File: src/spi_port_pkg.sv
// Shared constants and carriers for the serial peripheral port.
// Assumes a single bus clock domain.
package spi_port_pkg;
   localparam int DATA_W = 8;
   localparam int PRE_W = 3;
   localparam int RATE_W = 3;
   localparam int BIT_CNT_W = 4;
   localparam logic [BIT_CNT_W-1:0] BITS_PER_XFER = 4'h8;
   localparam logic [DATA_W-1:0] DATA_RST = 8'h00;
   localparam int FIFO_DEPTH = 4;
   // Slave edge filter depth (synchroniser stages)
   localparam int SYNC_STAGES = 2;

   typedef enum logic [1:0] {
      ST_IDLE = 2'b00,
      ST_LEAD = 2'b01,
      ST_TRAIL = 2'b10
   } xfer_state_t;

   // Configuration bits steering the port
   typedef struct packed {
      logic module_enable;
      logic master_mode;
      logic single_wire_select;
      logic bidir_output_enable;
      logic mode_fault_enable;
      logic select_output_enable;
      logic [PRE_W-1:0] prescale_select;
      logic [RATE_W-1:0] rate_select;
   } cfg_t;

   // One pin's drive: level and output enable
   typedef struct packed {
      logic o;
      logic oe;
   } pin_drv_t;
endpackage

File: src/spi_fifo.sv
// Small synchronous FIFO with valid/ready on both sides.
// Assumes one clock, synchronous active-low reset and a clock enable.
`timescale 1ns/1ps
module spi_fifo #(
   parameter int WIDTH = 8,
   parameter int DEPTH = 4
) (
   input wire logic clk,
   input wire logic rst_n,
   input wire logic ce,
   input wire logic flush,
   // Fill side
   input wire logic i_valid,
   output logic o_ready,
   input wire logic [WIDTH-1:0] i_data,
   // Drain side
   output logic o_valid,
   input wire logic i_ready,
   output logic [WIDTH-1:0] o_data
);
   localparam int AW = $clog2(DEPTH);
   logic [WIDTH-1:0] mem [DEPTH];
   logic [AW-1:0] wr_reg;
   logic [AW-1:0] rd_reg;
   logic [AW:0] cnt_reg;
   logic push;
   logic pop;

   assign o_ready = (cnt_reg != (AW+1)'(DEPTH));
   assign o_valid = (cnt_reg != '0);
   assign o_data = mem[rd_reg];
   assign push = i_valid && o_ready;
   assign pop = o_valid && i_ready;

   always_ff @(posedge clk) begin
      if (ce && push) begin
         mem[wr_reg] <= i_data;
      end
   end

   always_ff @(posedge clk) begin
      if (!rst_n || (ce && flush)) begin
         wr_reg <= '0;
         rd_reg <= '0;
         cnt_reg <= '0;
      end else if (ce) begin
         if (push) begin
            wr_reg <= (wr_reg == AW'(DEPTH-1)) ? '0 : wr_reg + 1'b1;
         end
         if (pop) begin
            rd_reg <= (rd_reg == AW'(DEPTH-1)) ? '0 : rd_reg + 1'b1;
         end
         cnt_reg <= cnt_reg + (AW+1)'(push) - (AW+1)'(pop);
      end
   end
endmodule

File: src/spi_port.sv
// Serial peripheral port: master or slave, full duplex or single wire.
// Assumes bus-side write/read strobes on I_CLK; pins enter unsynchronised.
//
// Function
// - Master bit rate at most clock/2, slave at most clock/4.
// - Prescaler divides bus clock by 1 to 8 per prescale_select.
// - Rate divider divides prescaler output by 2 to 256.
// - Master starts transfers; both shifters exchange contents.
// - Written byte waits in transmit buffer until transfer start.
// - Completed byte moves to receive buffer read via data register.
// - Master drives clock and MOSI, samples MISO.
// - Slave clocks from pin, drives MISO, samples MOSI.
// - Disabled module releases all four pins.
// - Master single wire uses MOSI bidirectionally, releases MISO.
// - Slave single wire uses MISO bidirectionally, releases MOSI.
// - Slave select is active-low input in slave role.
// - Master select pin: free, mode fault input, or select output.
// - Inactive in stop modes; deep stop returns reset state.
// - Light stop holds state; reset exit resets, else resumes.
// - Software view is five 8-bit registers.
// - Disable stops transfer, flushes buffers, flags reset.
`timescale 1ns/1ps
module spi_port #(
   parameter int FIFO_D = spi_port_pkg::FIFO_DEPTH
) (
   // Clock, reset, enable
   input wire logic I_CLK,
   input wire logic I_RST_N,
   input wire logic I_CE,
   // Configuration
   input wire spi_port_pkg::cfg_t I_CFG,
   // Data register access
   input wire logic I_WR,
   input wire logic [spi_port_pkg::DATA_W-1:0] I_WDATA,
   input wire logic I_RD,
   output logic [spi_port_pkg::DATA_W-1:0] O_RDATA,
   // Status
   output logic O_TX_EMPTY,
   output logic O_TX_READY,
   output logic O_RX_FULL,
   output logic O_MODE_FAULT,
   output logic O_BUSY,
   // Serial clock pin
   input wire logic I_SCK,
   output logic O_SCK,
   output logic O_SCK_OE,
   // MOSI pin
   input wire logic I_MOSI,
   output logic O_MOSI,
   output logic O_MOSI_OE,
   // MISO pin
   input wire logic I_MISO,
   output logic O_MISO,
   output logic O_MISO_OE,
   // Slave select pin
   input wire logic I_SS_N,
   output logic O_SS_N,
   output logic O_SS_N_OE
);
   localparam int DW = spi_port_pkg::DATA_W;
   localparam int CW = spi_port_pkg::BIT_CNT_W;

   // ==========================================================
   // Pin synchronisers
   // ==========================================================
   // Stop modes gate I_CE; deep stop is modelled by reset
   logic [1:0] sck_s;
   logic [1:0] mosi_s;
   logic [1:0] miso_s;
   logic [1:0] ss_s;
   always_ff @(posedge I_CLK) begin
      if (!I_RST_N) begin
         sck_s <= '0;
         mosi_s <= '0;
         miso_s <= '0;
         ss_s <= 2'h3;
      end else if (I_CE) begin
         sck_s <= {sck_s[0], I_SCK};
         mosi_s <= {mosi_s[0], I_MOSI};
         miso_s <= {miso_s[0], I_MISO};
         ss_s <= {ss_s[0], I_SS_N};
      end
   end
   logic sck_d_reg;
   always_ff @(posedge I_CLK) begin
      if (!I_RST_N) begin
         sck_d_reg <= 1'b0;
      end else if (I_CE) begin
         sck_d_reg <= sck_s[1];
      end
   end

   logic en;
   logic mst;
   logic ss_auto;
   logic ss_fault_in;
   assign en = I_CFG.module_enable;
   assign mst = I_CFG.master_mode;
   assign ss_auto = mst && I_CFG.mode_fault_enable
      && I_CFG.select_output_enable;
   assign ss_fault_in = mst && I_CFG.mode_fault_enable
      && !I_CFG.select_output_enable;

   // ==========================================================
   // Transmit buffer
   // ==========================================================
   logic tx_valid;
   logic tx_pop;
   logic [DW-1:0] tx_data;
   spi_fifo #(.WIDTH(DW), .DEPTH(FIFO_D)) u_txbuf (
      .clk(I_CLK),
      .rst_n(I_RST_N),
      .ce(I_CE),
      .flush(!en),
      .i_valid(I_WR && en),
      .o_ready(O_TX_READY),
      .i_data(I_WDATA),
      .o_valid(tx_valid),
      .i_ready(tx_pop),
      .o_data(tx_data)
   );
   assign O_TX_EMPTY = !tx_valid;

   // ==========================================================
   // Master bit clock generator
   // ==========================================================
   // Divisor = (prescale+1) * 2^(rate+1); tick marks each half period
   logic [2:0] pre_reg;
   logic [7:0] rate_reg;
   logic half_tick;
   logic pre_tick;
   logic [7:0] rate_top;
   assign pre_tick = (pre_reg == I_CFG.prescale_select);
   assign rate_top = 8'(({8'h00, 1'b1} << I_CFG.rate_select) - 1'b1);
   assign half_tick = pre_tick && (rate_reg == rate_top);

   spi_port_pkg::xfer_state_t st_reg;
   always_ff @(posedge I_CLK) begin
      if (!I_RST_N
         || (I_CE && (!en || st_reg == spi_port_pkg::ST_IDLE))) begin
         pre_reg <= '0;
         rate_reg <= '0;
      end else if (I_CE) begin
         pre_reg <= pre_tick ? '0 : pre_reg + 1'b1;
         if (pre_tick) begin
            rate_reg <= (rate_reg == rate_top) ? '0 : rate_reg + 1'b1;
         end
      end
   end

   // ==========================================================
   // Shift engine
   // ==========================================================
   logic [DW-1:0] shift_reg;
   logic [CW-1:0] cnt_reg;
   logic [DW-1:0] rx_reg;
   logic rx_full_reg;
   logic fault_reg;
   logic sck_reg;
   logic sdi;
   logic slv_sel;
   logic slv_rise;
   logic slv_fall;
   logic done;

   // Input routing by role and wiring mode
   always_comb begin
      if (mst) begin
         sdi = I_CFG.single_wire_select ? mosi_s[1] : miso_s[1];
      end else begin
         sdi = I_CFG.single_wire_select ? miso_s[1] : mosi_s[1];
      end
   end
   assign slv_sel = !mst && !ss_s[1];
   assign slv_rise = slv_sel && sck_s[1] && !sck_d_reg;
   assign slv_fall = slv_sel && !sck_s[1] && sck_d_reg;
   assign done = (cnt_reg == spi_port_pkg::BITS_PER_XFER);
   // Slave loads when idle and selected; master only starts with data queued
   assign tx_pop = I_CE && en && st_reg == spi_port_pkg::ST_IDLE
      && (mst ? (tx_valid && !fault_reg) : (slv_sel && tx_valid));

   always_ff @(posedge I_CLK) begin
      if (!I_RST_N || (I_CE && !en)) begin
         st_reg <= spi_port_pkg::ST_IDLE;
         shift_reg <= spi_port_pkg::DATA_RST;
         cnt_reg <= '0;
         sck_reg <= 1'b0;
      end else if (I_CE) begin
         unique case (st_reg)
            spi_port_pkg::ST_IDLE: begin
               sck_reg <= 1'b0;
               cnt_reg <= '0;
               if (tx_pop) begin
                  shift_reg <= tx_data;
                  st_reg <= spi_port_pkg::ST_LEAD;
               end else if (!mst && slv_sel) begin
                  shift_reg <= '1;
                  st_reg <= spi_port_pkg::ST_LEAD;
               end
            end
            spi_port_pkg::ST_LEAD: begin
               // Sample on leading (rising) edge
               if (mst && half_tick) begin
                  sck_reg <= 1'b1;
                  cnt_reg <= cnt_reg + 1'b1;
                  st_reg <= spi_port_pkg::ST_TRAIL;
               end else if (slv_rise) begin
                  shift_reg <= {shift_reg[DW-2:0], sdi};
                  cnt_reg <= cnt_reg + 1'b1;
                  st_reg <= spi_port_pkg::ST_TRAIL;
               end else if (!mst && !slv_sel) begin
                  st_reg <= spi_port_pkg::ST_IDLE;
               end
            end
            spi_port_pkg::ST_TRAIL: begin
               if ((mst && half_tick) || slv_fall || (!mst && !slv_sel)
                  || (!mst && done)) begin
                  sck_reg <= 1'b0;
                  // Master data changes on the falling edge only
                  if (mst) begin
                     shift_reg <= {shift_reg[DW-2:0], 1'b0};
                  end
                  st_reg <= (done || (!mst && !slv_sel))
                     ? spi_port_pkg::ST_IDLE : spi_port_pkg::ST_LEAD;
               end
            end
            default: st_reg <= spi_port_pkg::ST_IDLE;
         endcase
      end
   end

   // Receive buffer and flags
   // Synchronised input lags two clocks: master takes each bit two
   // clocks after its rise, so clock/2 still works
   logic m_rise;
   logic cap_now;
   logic [1:0] rise_pipe_reg;
   logic [CW-1:0] cap_cnt_reg;
   logic [DW-1:0] cap_reg;
   logic [DW-1:0] rx_word;
   logic xfer_end;
   assign m_rise = mst && st_reg == spi_port_pkg::ST_LEAD && half_tick;
   assign cap_now = I_CE && rise_pipe_reg[1];
   always_ff @(posedge I_CLK) begin
      if (!I_RST_N || (I_CE && !en)) begin
         rise_pipe_reg <= '0;
         cap_cnt_reg <= '0;
         cap_reg <= spi_port_pkg::DATA_RST;
      end else if (I_CE) begin
         rise_pipe_reg <= {rise_pipe_reg[0], m_rise};
         if (cap_now) begin
            cap_reg <= {cap_reg[DW-2:0], sdi};
            cap_cnt_reg <= (cap_cnt_reg == spi_port_pkg::BITS_PER_XFER
               - 1'b1) ? '0 : cap_cnt_reg + 1'b1;
         end
      end
   end
   assign xfer_end = mst
      ? cap_now && cap_cnt_reg == spi_port_pkg::BITS_PER_XFER - 1'b1
      : I_CE && st_reg == spi_port_pkg::ST_TRAIL && done;
   assign rx_word = mst ? {cap_reg[DW-2:0], sdi} : shift_reg;
   always_ff @(posedge I_CLK) begin
      if (!I_RST_N || (I_CE && !en)) begin
         rx_reg <= spi_port_pkg::DATA_RST;
         rx_full_reg <= 1'b0;
      end else if (I_CE) begin
         if (xfer_end) begin
            rx_reg <= rx_word;
            rx_full_reg <= 1'b1;
         end else if (I_RD) begin
            rx_full_reg <= 1'b0;
         end
      end
   end

   always_ff @(posedge I_CLK) begin
      if (!I_RST_N || (I_CE && !en)) begin
         fault_reg <= 1'b0;
      end else if (I_CE && ss_fault_in && !ss_s[1]) begin
         fault_reg <= 1'b1;
      end
   end

   assign O_RDATA = rx_reg;
   assign O_RX_FULL = rx_full_reg;
   assign O_MODE_FAULT = fault_reg;
   assign O_BUSY = (st_reg != spi_port_pkg::ST_IDLE);

   // ==========================================================
   // Pin multiplexing
   // ==========================================================
   logic sdo;
   assign sdo = shift_reg[DW-1];
   always_comb begin
      O_SCK = sck_reg;
      O_SCK_OE = en && mst;
      O_MOSI = sdo;
      O_MISO = sdo;
      O_MOSI_OE = 1'b0;
      O_MISO_OE = 1'b0;
      if (en && mst) begin
         O_MOSI_OE = I_CFG.single_wire_select
            ? I_CFG.bidir_output_enable : 1'b1;
      end else if (en) begin
         O_MISO_OE = slv_sel && (I_CFG.single_wire_select
            ? I_CFG.bidir_output_enable : 1'b1);
      end
      O_SS_N = !O_BUSY;
      O_SS_N_OE = en && ss_auto;
   end
endmodule

File: config.mk
export PLATFORM = sky130hd
export DESIGN_NAME = spi_port
export DESIGN_NICKNAME = d
export VERILOG_FILES = /design/src/spi_port_pkg.sv /design/src/spi_fifo.sv /design/src/spi_port.sv
export SDC_FILE = /design/constraint.sdc
export NUM_CORES = 1
export LEC_CHECK = 0
export ABC_CLOCK_PERIOD_IN_PS = 5300
export BUFFER_PORTS_ARGS = -buffer_cell sky130_fd_sc_hd__buf_4
export CORE_AREA = 2 2 129 131
export CTS_BUF_LIST = sky130_fd_sc_hd__clkbuf_2
export CTS_CLUSTER_DIAMETER = 60
export DETAILED_ROUTE_END_ITERATION = 16
export DIE_AREA = 0 0 131 133
export SETUP_SLACK_MARGIN = 0.2
export SYNTH_ARGS = -nofsm -noshare
export SYNTH_HDL_FRONTEND = slang
export SYNTH_HIERARCHICAL = 1
export SYNTH_SLANG_ARGS = --single-unit
File: constraint.sdc
create_clock -name I_CLK -period 5.3 [get_ports I_CLK]
set_clock_uncertainty 0.15 [all_clocks]
set_input_delay 1.06 -clock I_CLK [delete_from_list [all_inputs] [get_ports I_CLK]]
set_output_delay 1.06 -clock I_CLK [all_outputs]
set_load 0.005 [all_outputs]
======== Word level (Yosys, flattened, before mapping) ========
Memories as Yosys holds them, arrays and structs flattened. A register that Yosys moved wholly into a read port is not among the register bits.
Index checks and enable logic that the tools add are counted.
storage, ports and cells
  flip-flop bits (word level) ............. 65
  RAM bits ................................ 32
  input port bits ......................... 29
  output and inout port bits .............. 21
  logic and storage cells ................. 159
  memories ................................ 1
memory list
  name         words  bits a word  rd ports  clocked after memory_dff  wr ports  line            RTL
  u_txbuf.mem  4      8            1         1                         1         spi_fifo.sv:22  logic [WIDTH-1:0] mem [DEPTH];
cells by class
  add/sub/neg operators ................... 9
  equal/unequal tests ..................... 17
  shift operators ......................... 1
  mux-type cells .......................... 42
  reductions and logical operators ........ 69
operator list
  cell                                                                 count
  8-bit two-way mux                                                    8
  1-bit logical AND                                                    35
  8-bit case mux with 3 select lines                                   1
  2-bit two-way mux                                                    10
  1-bit two-way mux                                                    16
  4-bit two-way mux                                                    3
  2-bit AND reduction                                                  6
  1-bit zero test                                                      11
  2-bit inequality test (second input constant)                        5
  4-bit by 1-bit adder with 4-bit output (second input constant)       2
  8-bit by 1-bit adder with 8-bit output (second input constant)       1
  8-bit == test                                                        1
  4-bit case mux with 2 select lines                                   1
  4-bit AND reduction                                                  2
  1-bit by 3-bit left shift with 8-bit output (first input constant)   1
  8-bit by 1-bit subtractor with 8-bit output (second input constant)  1
  1-bit logical OR                                                     7
  7-bit AND reduction                                                  1
  2-bit == test (second input constant)                                3
  3-bit inequality test (second input constant)                        2
  2-bit case mux with 3 select lines                                   1
  2-bit nonzero test                                                   3
  3-bit nonzero test                                                   2
  2-bit by 1-bit adder with 2-bit output (second input constant)       2
  other kinds (13)                                                     13

======== Depth between registers and ports, before layout ========
  depth after elaboration ................. 10
  mapped depth ............................ 14
  mapped depth without buffers ............ 14

======== Modules after synthesis ========
The synthesis kept the hierarchy.
by module, submodules not included
  module    times used  cells each  area each (µm²)  sequential area each (µm²)
  spi_port  1           388         3226.8           1161.1
  spi_fifo  1           99          1669.1           1141.1

======== Worst setup path before layout ========
OpenSTA, ideal clock, no wires.
  kind .................................... in2reg
  start ................................... input port I_CFG[10] (netlist name)
  end ..................................... register u_txbuf.cnt_reg[2]
  setup time .............................. 0.072 ns
  arrival time ............................ 3.297 ns
  required time ........................... 5.078 ns
  slack ................................... 1.782 ns
  stages on the path ...................... 14
  path buffers ............................ 2
  path through ............................ clkbuf_1 > clkbuf_1 > nor2_1 > a211o_1 > inv_1 > and2_1 > ha_1 > inv_1 > ha_1 > inv_1 > fa_1 > xor2_1 > nand2_1 > mux2i_1
on the way
  word-level cells in the longest chain between the ends .. 7
ends and longest elaborated chain
  element                                        line             RTL
  from (decl)                                    spi_port.sv:31   input wire spi_port_pkg::cfg_t I_CFG,
  1-bit zero test                                spi_port.sv:174  assign slv_sel = !mst && !ss_s[1];
  1-bit logical AND                              spi_port.sv:174
  1-bit logical AND                              spi_port.sv:180  && (mst ? (tx_valid && !fault_reg) : (slv_sel && tx_valid));
  1-bit two-way mux *                            spi_port.sv:180
  1-bit logical AND *                            spi_port.sv:180
  named net tx_pop                               spi_port.sv:108  logic tx_pop;
  1-bit logical AND *                            spi_fifo.sv:33   assign pop = o_valid && i_ready;
  3-bit by 1-bit subtractor with 3-bit output *  spi_fifo.sv:53   cnt_reg <= cnt_reg + (AW+1)'(push) - (AW+1)'(pop);
  to (signal assigned)                           spi_fifo.sv:53
  to (decl)                                      spi_fifo.sv:25   logic [AW:0] cnt_reg;
The timed path passes the listed nets; every way through them passes the cells marked *.
A chain may end at the register's enable or synchronous reset.

======== Worst setup path in the final report ========
  start ................................... input port I_CFG[10] (netlist name)
  end ..................................... output port O_SS_N_OE
on the way
  word-level cells in the longest chain between the ends .. 3
ends and longest elaborated chain
  element            line             RTL
  1-bit logical AND  spi_port.sv:99   assign ss_auto = mst && I_CFG.mode_fault_enable
  1-bit logical AND  spi_port.sv:100  && I_CFG.select_output_enable;
  1-bit logical AND  spi_port.sv:309  O_SS_N_OE = en && ss_auto;
  to (decl)          spi_port.sv:58   output logic O_SS_N_OE
No other way between the ends.

==> results by stage <==
Status:
- The flow ran to the end, and the final reports show no timing, DRC or antenna violations.

Global route:
- Entering global routing, the biggest net connects 37 pins.
- Global routing finished with a remaining overflow of 0.
- The number of antenna violations at the first check in global routing was 0.
- The global-route wire length before repair is 18.0 mm.
- In the global route stage, overall resource usage came out at 12.9%.
- The via count of the first global-routing pass is 3684.

Route:
- The number of violations reported at the end of detailed-routing iteration 0 is 248.
- The total DRC errors in the routed layout is 0.
- Before antenna repair, the detailed router went through 4 iterations.
- In the final routed layout, each cell accounts on average for 14.4 um.
- The via count is 3772.
- The via density per instance is 5.05.
- Once detail routing completed, the nets flagged for antenna violations numbered 0.
- The overall routed net length is 10.7 mm.

Final layout:
- The repair_antennas step left the layout with diodes totalling 0.
- From synthesis to final layout, the design area changed by 13.3%.
- The layout cell share with drive strength beyond 1 is 16.7%.
- The register with the highest flop count is u_txbuf/mem.
- The layout net count is 569.
- Once layout is complete, the cells apart from fillers number 747.
- The filler cell count in the final layout is 1641.
- The number of flip-flops under the largest register name is 32.

Critical path:
- The worst register-to-register path has a setup slack of 2.20 ns.
- The worst setup path is captured at an output pin.
- The type of the worst setup path is in -> out.
- STA puts the critical path data arrival time at 1.93 ns.
- The maximum fanout along the worst path is 26.
- In this run the critical register-to-register path is launched from st_reg[0].
- Data on the critical path is required at its endpoint by 4.09 ns.
- The endpoint identified for the worst register-to-register timing path is u_txbuf/cnt_reg[2].
- The number of cell instances on the worst register-to-register path is 14.
- The type of origin of the critical path is a primary input.

Power:
- The post-route total power is 0.00130 W.
- The power density over the cells is 234 nW/um^2.
- The cell internal power dissipation is 0.000932 W.
- Summed over all cells, the static leakage comes to 2.06 nW.
- Registers are responsible for 62.1% of the overall power.
- The power share of the clock group is 27.7%.
- Net switching is 28.4% of the power.
- The worst-case IR drop observed on VDD is 0.167 mV.
- The switching power total is 0.000369 W.
- The share of total power dissipated in combinational logic is 10.2%.

Timing:
- Setup repair after global routing left no endpoint under its margin.
- Setup violations remaining at the end of the flow were counted as 0.
- Setup slack on the critical path of the routed design comes to 2.16 ns.
- Hold timing on the final database bottoms out at a slack of 0.336 ns.
- The period utilization is 59.3%.
- The final-report hold violation count is 0.
- The maximum clock rate is 318 MHz.
- After routing, the total negative slack on setup checks comes to 0 ns.
- At the pin with the least slew margin, the transition time is 0.929 ns.
- Headroom to the max-slew limit came out at 37.9%.
- Subtracting the final worst setup slack from the clock period gives 3.14 ns.
- The count of final max-slew check failures is 0.

Synth:
- The synthesis warning total is 6.
- A synthesized cell averages 10.1 um^2.
- The most repeated cell in the gate-level netlist after synthesis is dfxtp_1.
- The synthesized netlist occupies a cell area of 4900 um^2.
- The count of mapped cells out of synthesis is 487.
- Sorting the synthesized cells by area gives the leading types as dfxtp_1 27%, edfxtp_1 20%, mux2i_1 6.3%.
- The synthesized design spends more area on one cell type than any other, namely dfxtp_1.
- In the synthesized netlist, the cells that appear most often are 67 x dfxtp_1, 54 x nand2_1, 44 x nor2_1.
- The number of nets in the synthesized netlist is 534.
- The share of the Yosys chip area taken by registers is 47.0%.
- The async set-reset flop share out of synthesis is 0%.
- The dominant synthesized flop cell is dfxtp_1.
- The total of flip-flops plus latches after synthesis is 99.
- Counting flops with a built-in enable in the synthesized netlist gives 32.
- In this run, distinct cell masters in the synthesized netlist total 66.
- Of the post-synthesis cell area, the dominant cell type holds 27.4%.

Clocking:
- The total of cells resized after clock tree synthesis is 0.
- The maximum level of the CTS H-tree is 3.
- The tree is rooted in a clkbuf_2.
- The number of setup buffers added after CTS is 0.
- The clock-pin transition on the worst setup and hold timing paths is 0.27 ns.
- The total clock buffers created by CTS is 9.
- The clock latency of the later-clocked register in the worst-skew pair is 0.60 ns.
- The clock net in this run drives a total of 99 sinks.
- The clock passes through at most 2 buffers.
- In this run, post-CTS hold repair placed 0 buffers.
- The TritonCTS clock tree is yes.

Min path:
- The hold path startpoint is cap_reg[2].
- The worst hold path terminates at cap_reg[3].
- The number of cells on the worst hold path is 2.
- The class of the most critical hold timing path is reg -> reg.

Placement:
- Routability-driven placement finished with a final weighted congestion of 0.822.
- During placement, the flow inserted port buffers numbering 49.
- The HPWL reported at the end of detailed placement is 7.86 mm.
- Prior to clock tree synthesis, the placed netlist has a worst setup slack of 1.62 ns.
- The number of placed cells counting well taps is 731.

Run:
- The count of maximum capacitance violations is 0.

Die:
- During I/O placement, the number of pins put on the boundary was 50.
- The cell row count is 47.
- The die is 131 um wide.
- The height of the die is 133 um.
- The effective utilization at floorplan is 30.3%.
- The core area is 16200 um^2.
- The floorplan die area is 17400 um^2.
cells by family (layout without fill, tap and decap cells):
family / Yosys count / count (layout) / synth area share, %
mux: 39 / 39 / 10.0
simple gates: 173 / 173 / 17.7
xor+xnor: 18 / 18 / 3.22
buf+inv: 46 / 86 / 4.06
compound gates: 94 / 94 / 13.2
fa+ha+maj: 18 / 18 / 4.75
flops: 99 / 99 / 47.0
worst max-delay path: stages:
cell and delay, ns:
buf_4 0.30, inv_1 0.15, nor2_1 0.16, and3_1 0.17, buf_4 0.10
worst max path at each step:
stage / to / from
floorplan: u_txbuf/cnt_reg[2] / I_CFG[10]
detailed placement: u_txbuf/cnt_reg[2] / I_CE
global route: u_txbuf/cnt_reg[2] / st_reg[1]
global placement: u_txbuf/cnt_reg[2] / I_CE
CTS: O_SS_N_OE / I_CFG[10]
finish: O_SS_N_OE / I_CFG[10]
area by class of cell:
class / count / area, um^2 / area share, %
clock inverters: 7 / 72.6 / 1.31
multi-input cells: 342 / 2400 / 43.2
clock buffers: 9 / 45.0 / 0.812
inverters: 19 / 71.3 / 1.29
well taps: 220 / 275 / 4.96
flip-flops and latches: 99 / 2300 / 41.5
repair buffers: 51 / 383 / 6.90
per-layer routing:
metal | GRT usage, % | share of wire [%] | up-vias
li1 | - | - | 1840
met1 | 15.9 | 44 | 1824
met2 | 22.0 | 50 | 86
met3 | 2.95 | 3.9 | 22
met4 | 4.49 | 1.9 | 0
met5 | 0 | 0 | -
cell usage in the layout, fill, tap and decap left out, types with 9 or more instances in the layout:
cell,instances
nand4_1,11
buf_4,51
and3_1,9
ha_1,17
nand2_1,54
a21oi_1,21
inv_1,18
o21ai_0,20
edfxtp_1,32
xnor2_1,10
nor2_1,44
clkbuf_2,9
a211oi_1,9
dfxtp_1,67
mux2i_1,31
power groups by stage:
stage | logic (W) | registers [W] | clock network, W
final | 0.000132 | 0.000808 | 0.000361
after global routing | 0.000147 | 0.000810 | 0.000410
after CTS | 0.000133 | 0.000808 | 0.000378
after detailed placement | 0.000133 | 0.000822 | 0
after global placement | 0.000129 | 0.000821 | 0
after floorplan | 0.0000864 | 0.000818 | 0
through the flow:
stage	instance area (um^2)	util [%]
global placement	5430	33.6
floorplan	4900	-
global route	5550	34.3
finish	5550	34.3
detailed placement	5430	33.6
CTS	5550	34.3
No activity file was read; power rests on OpenSTA's default activity.
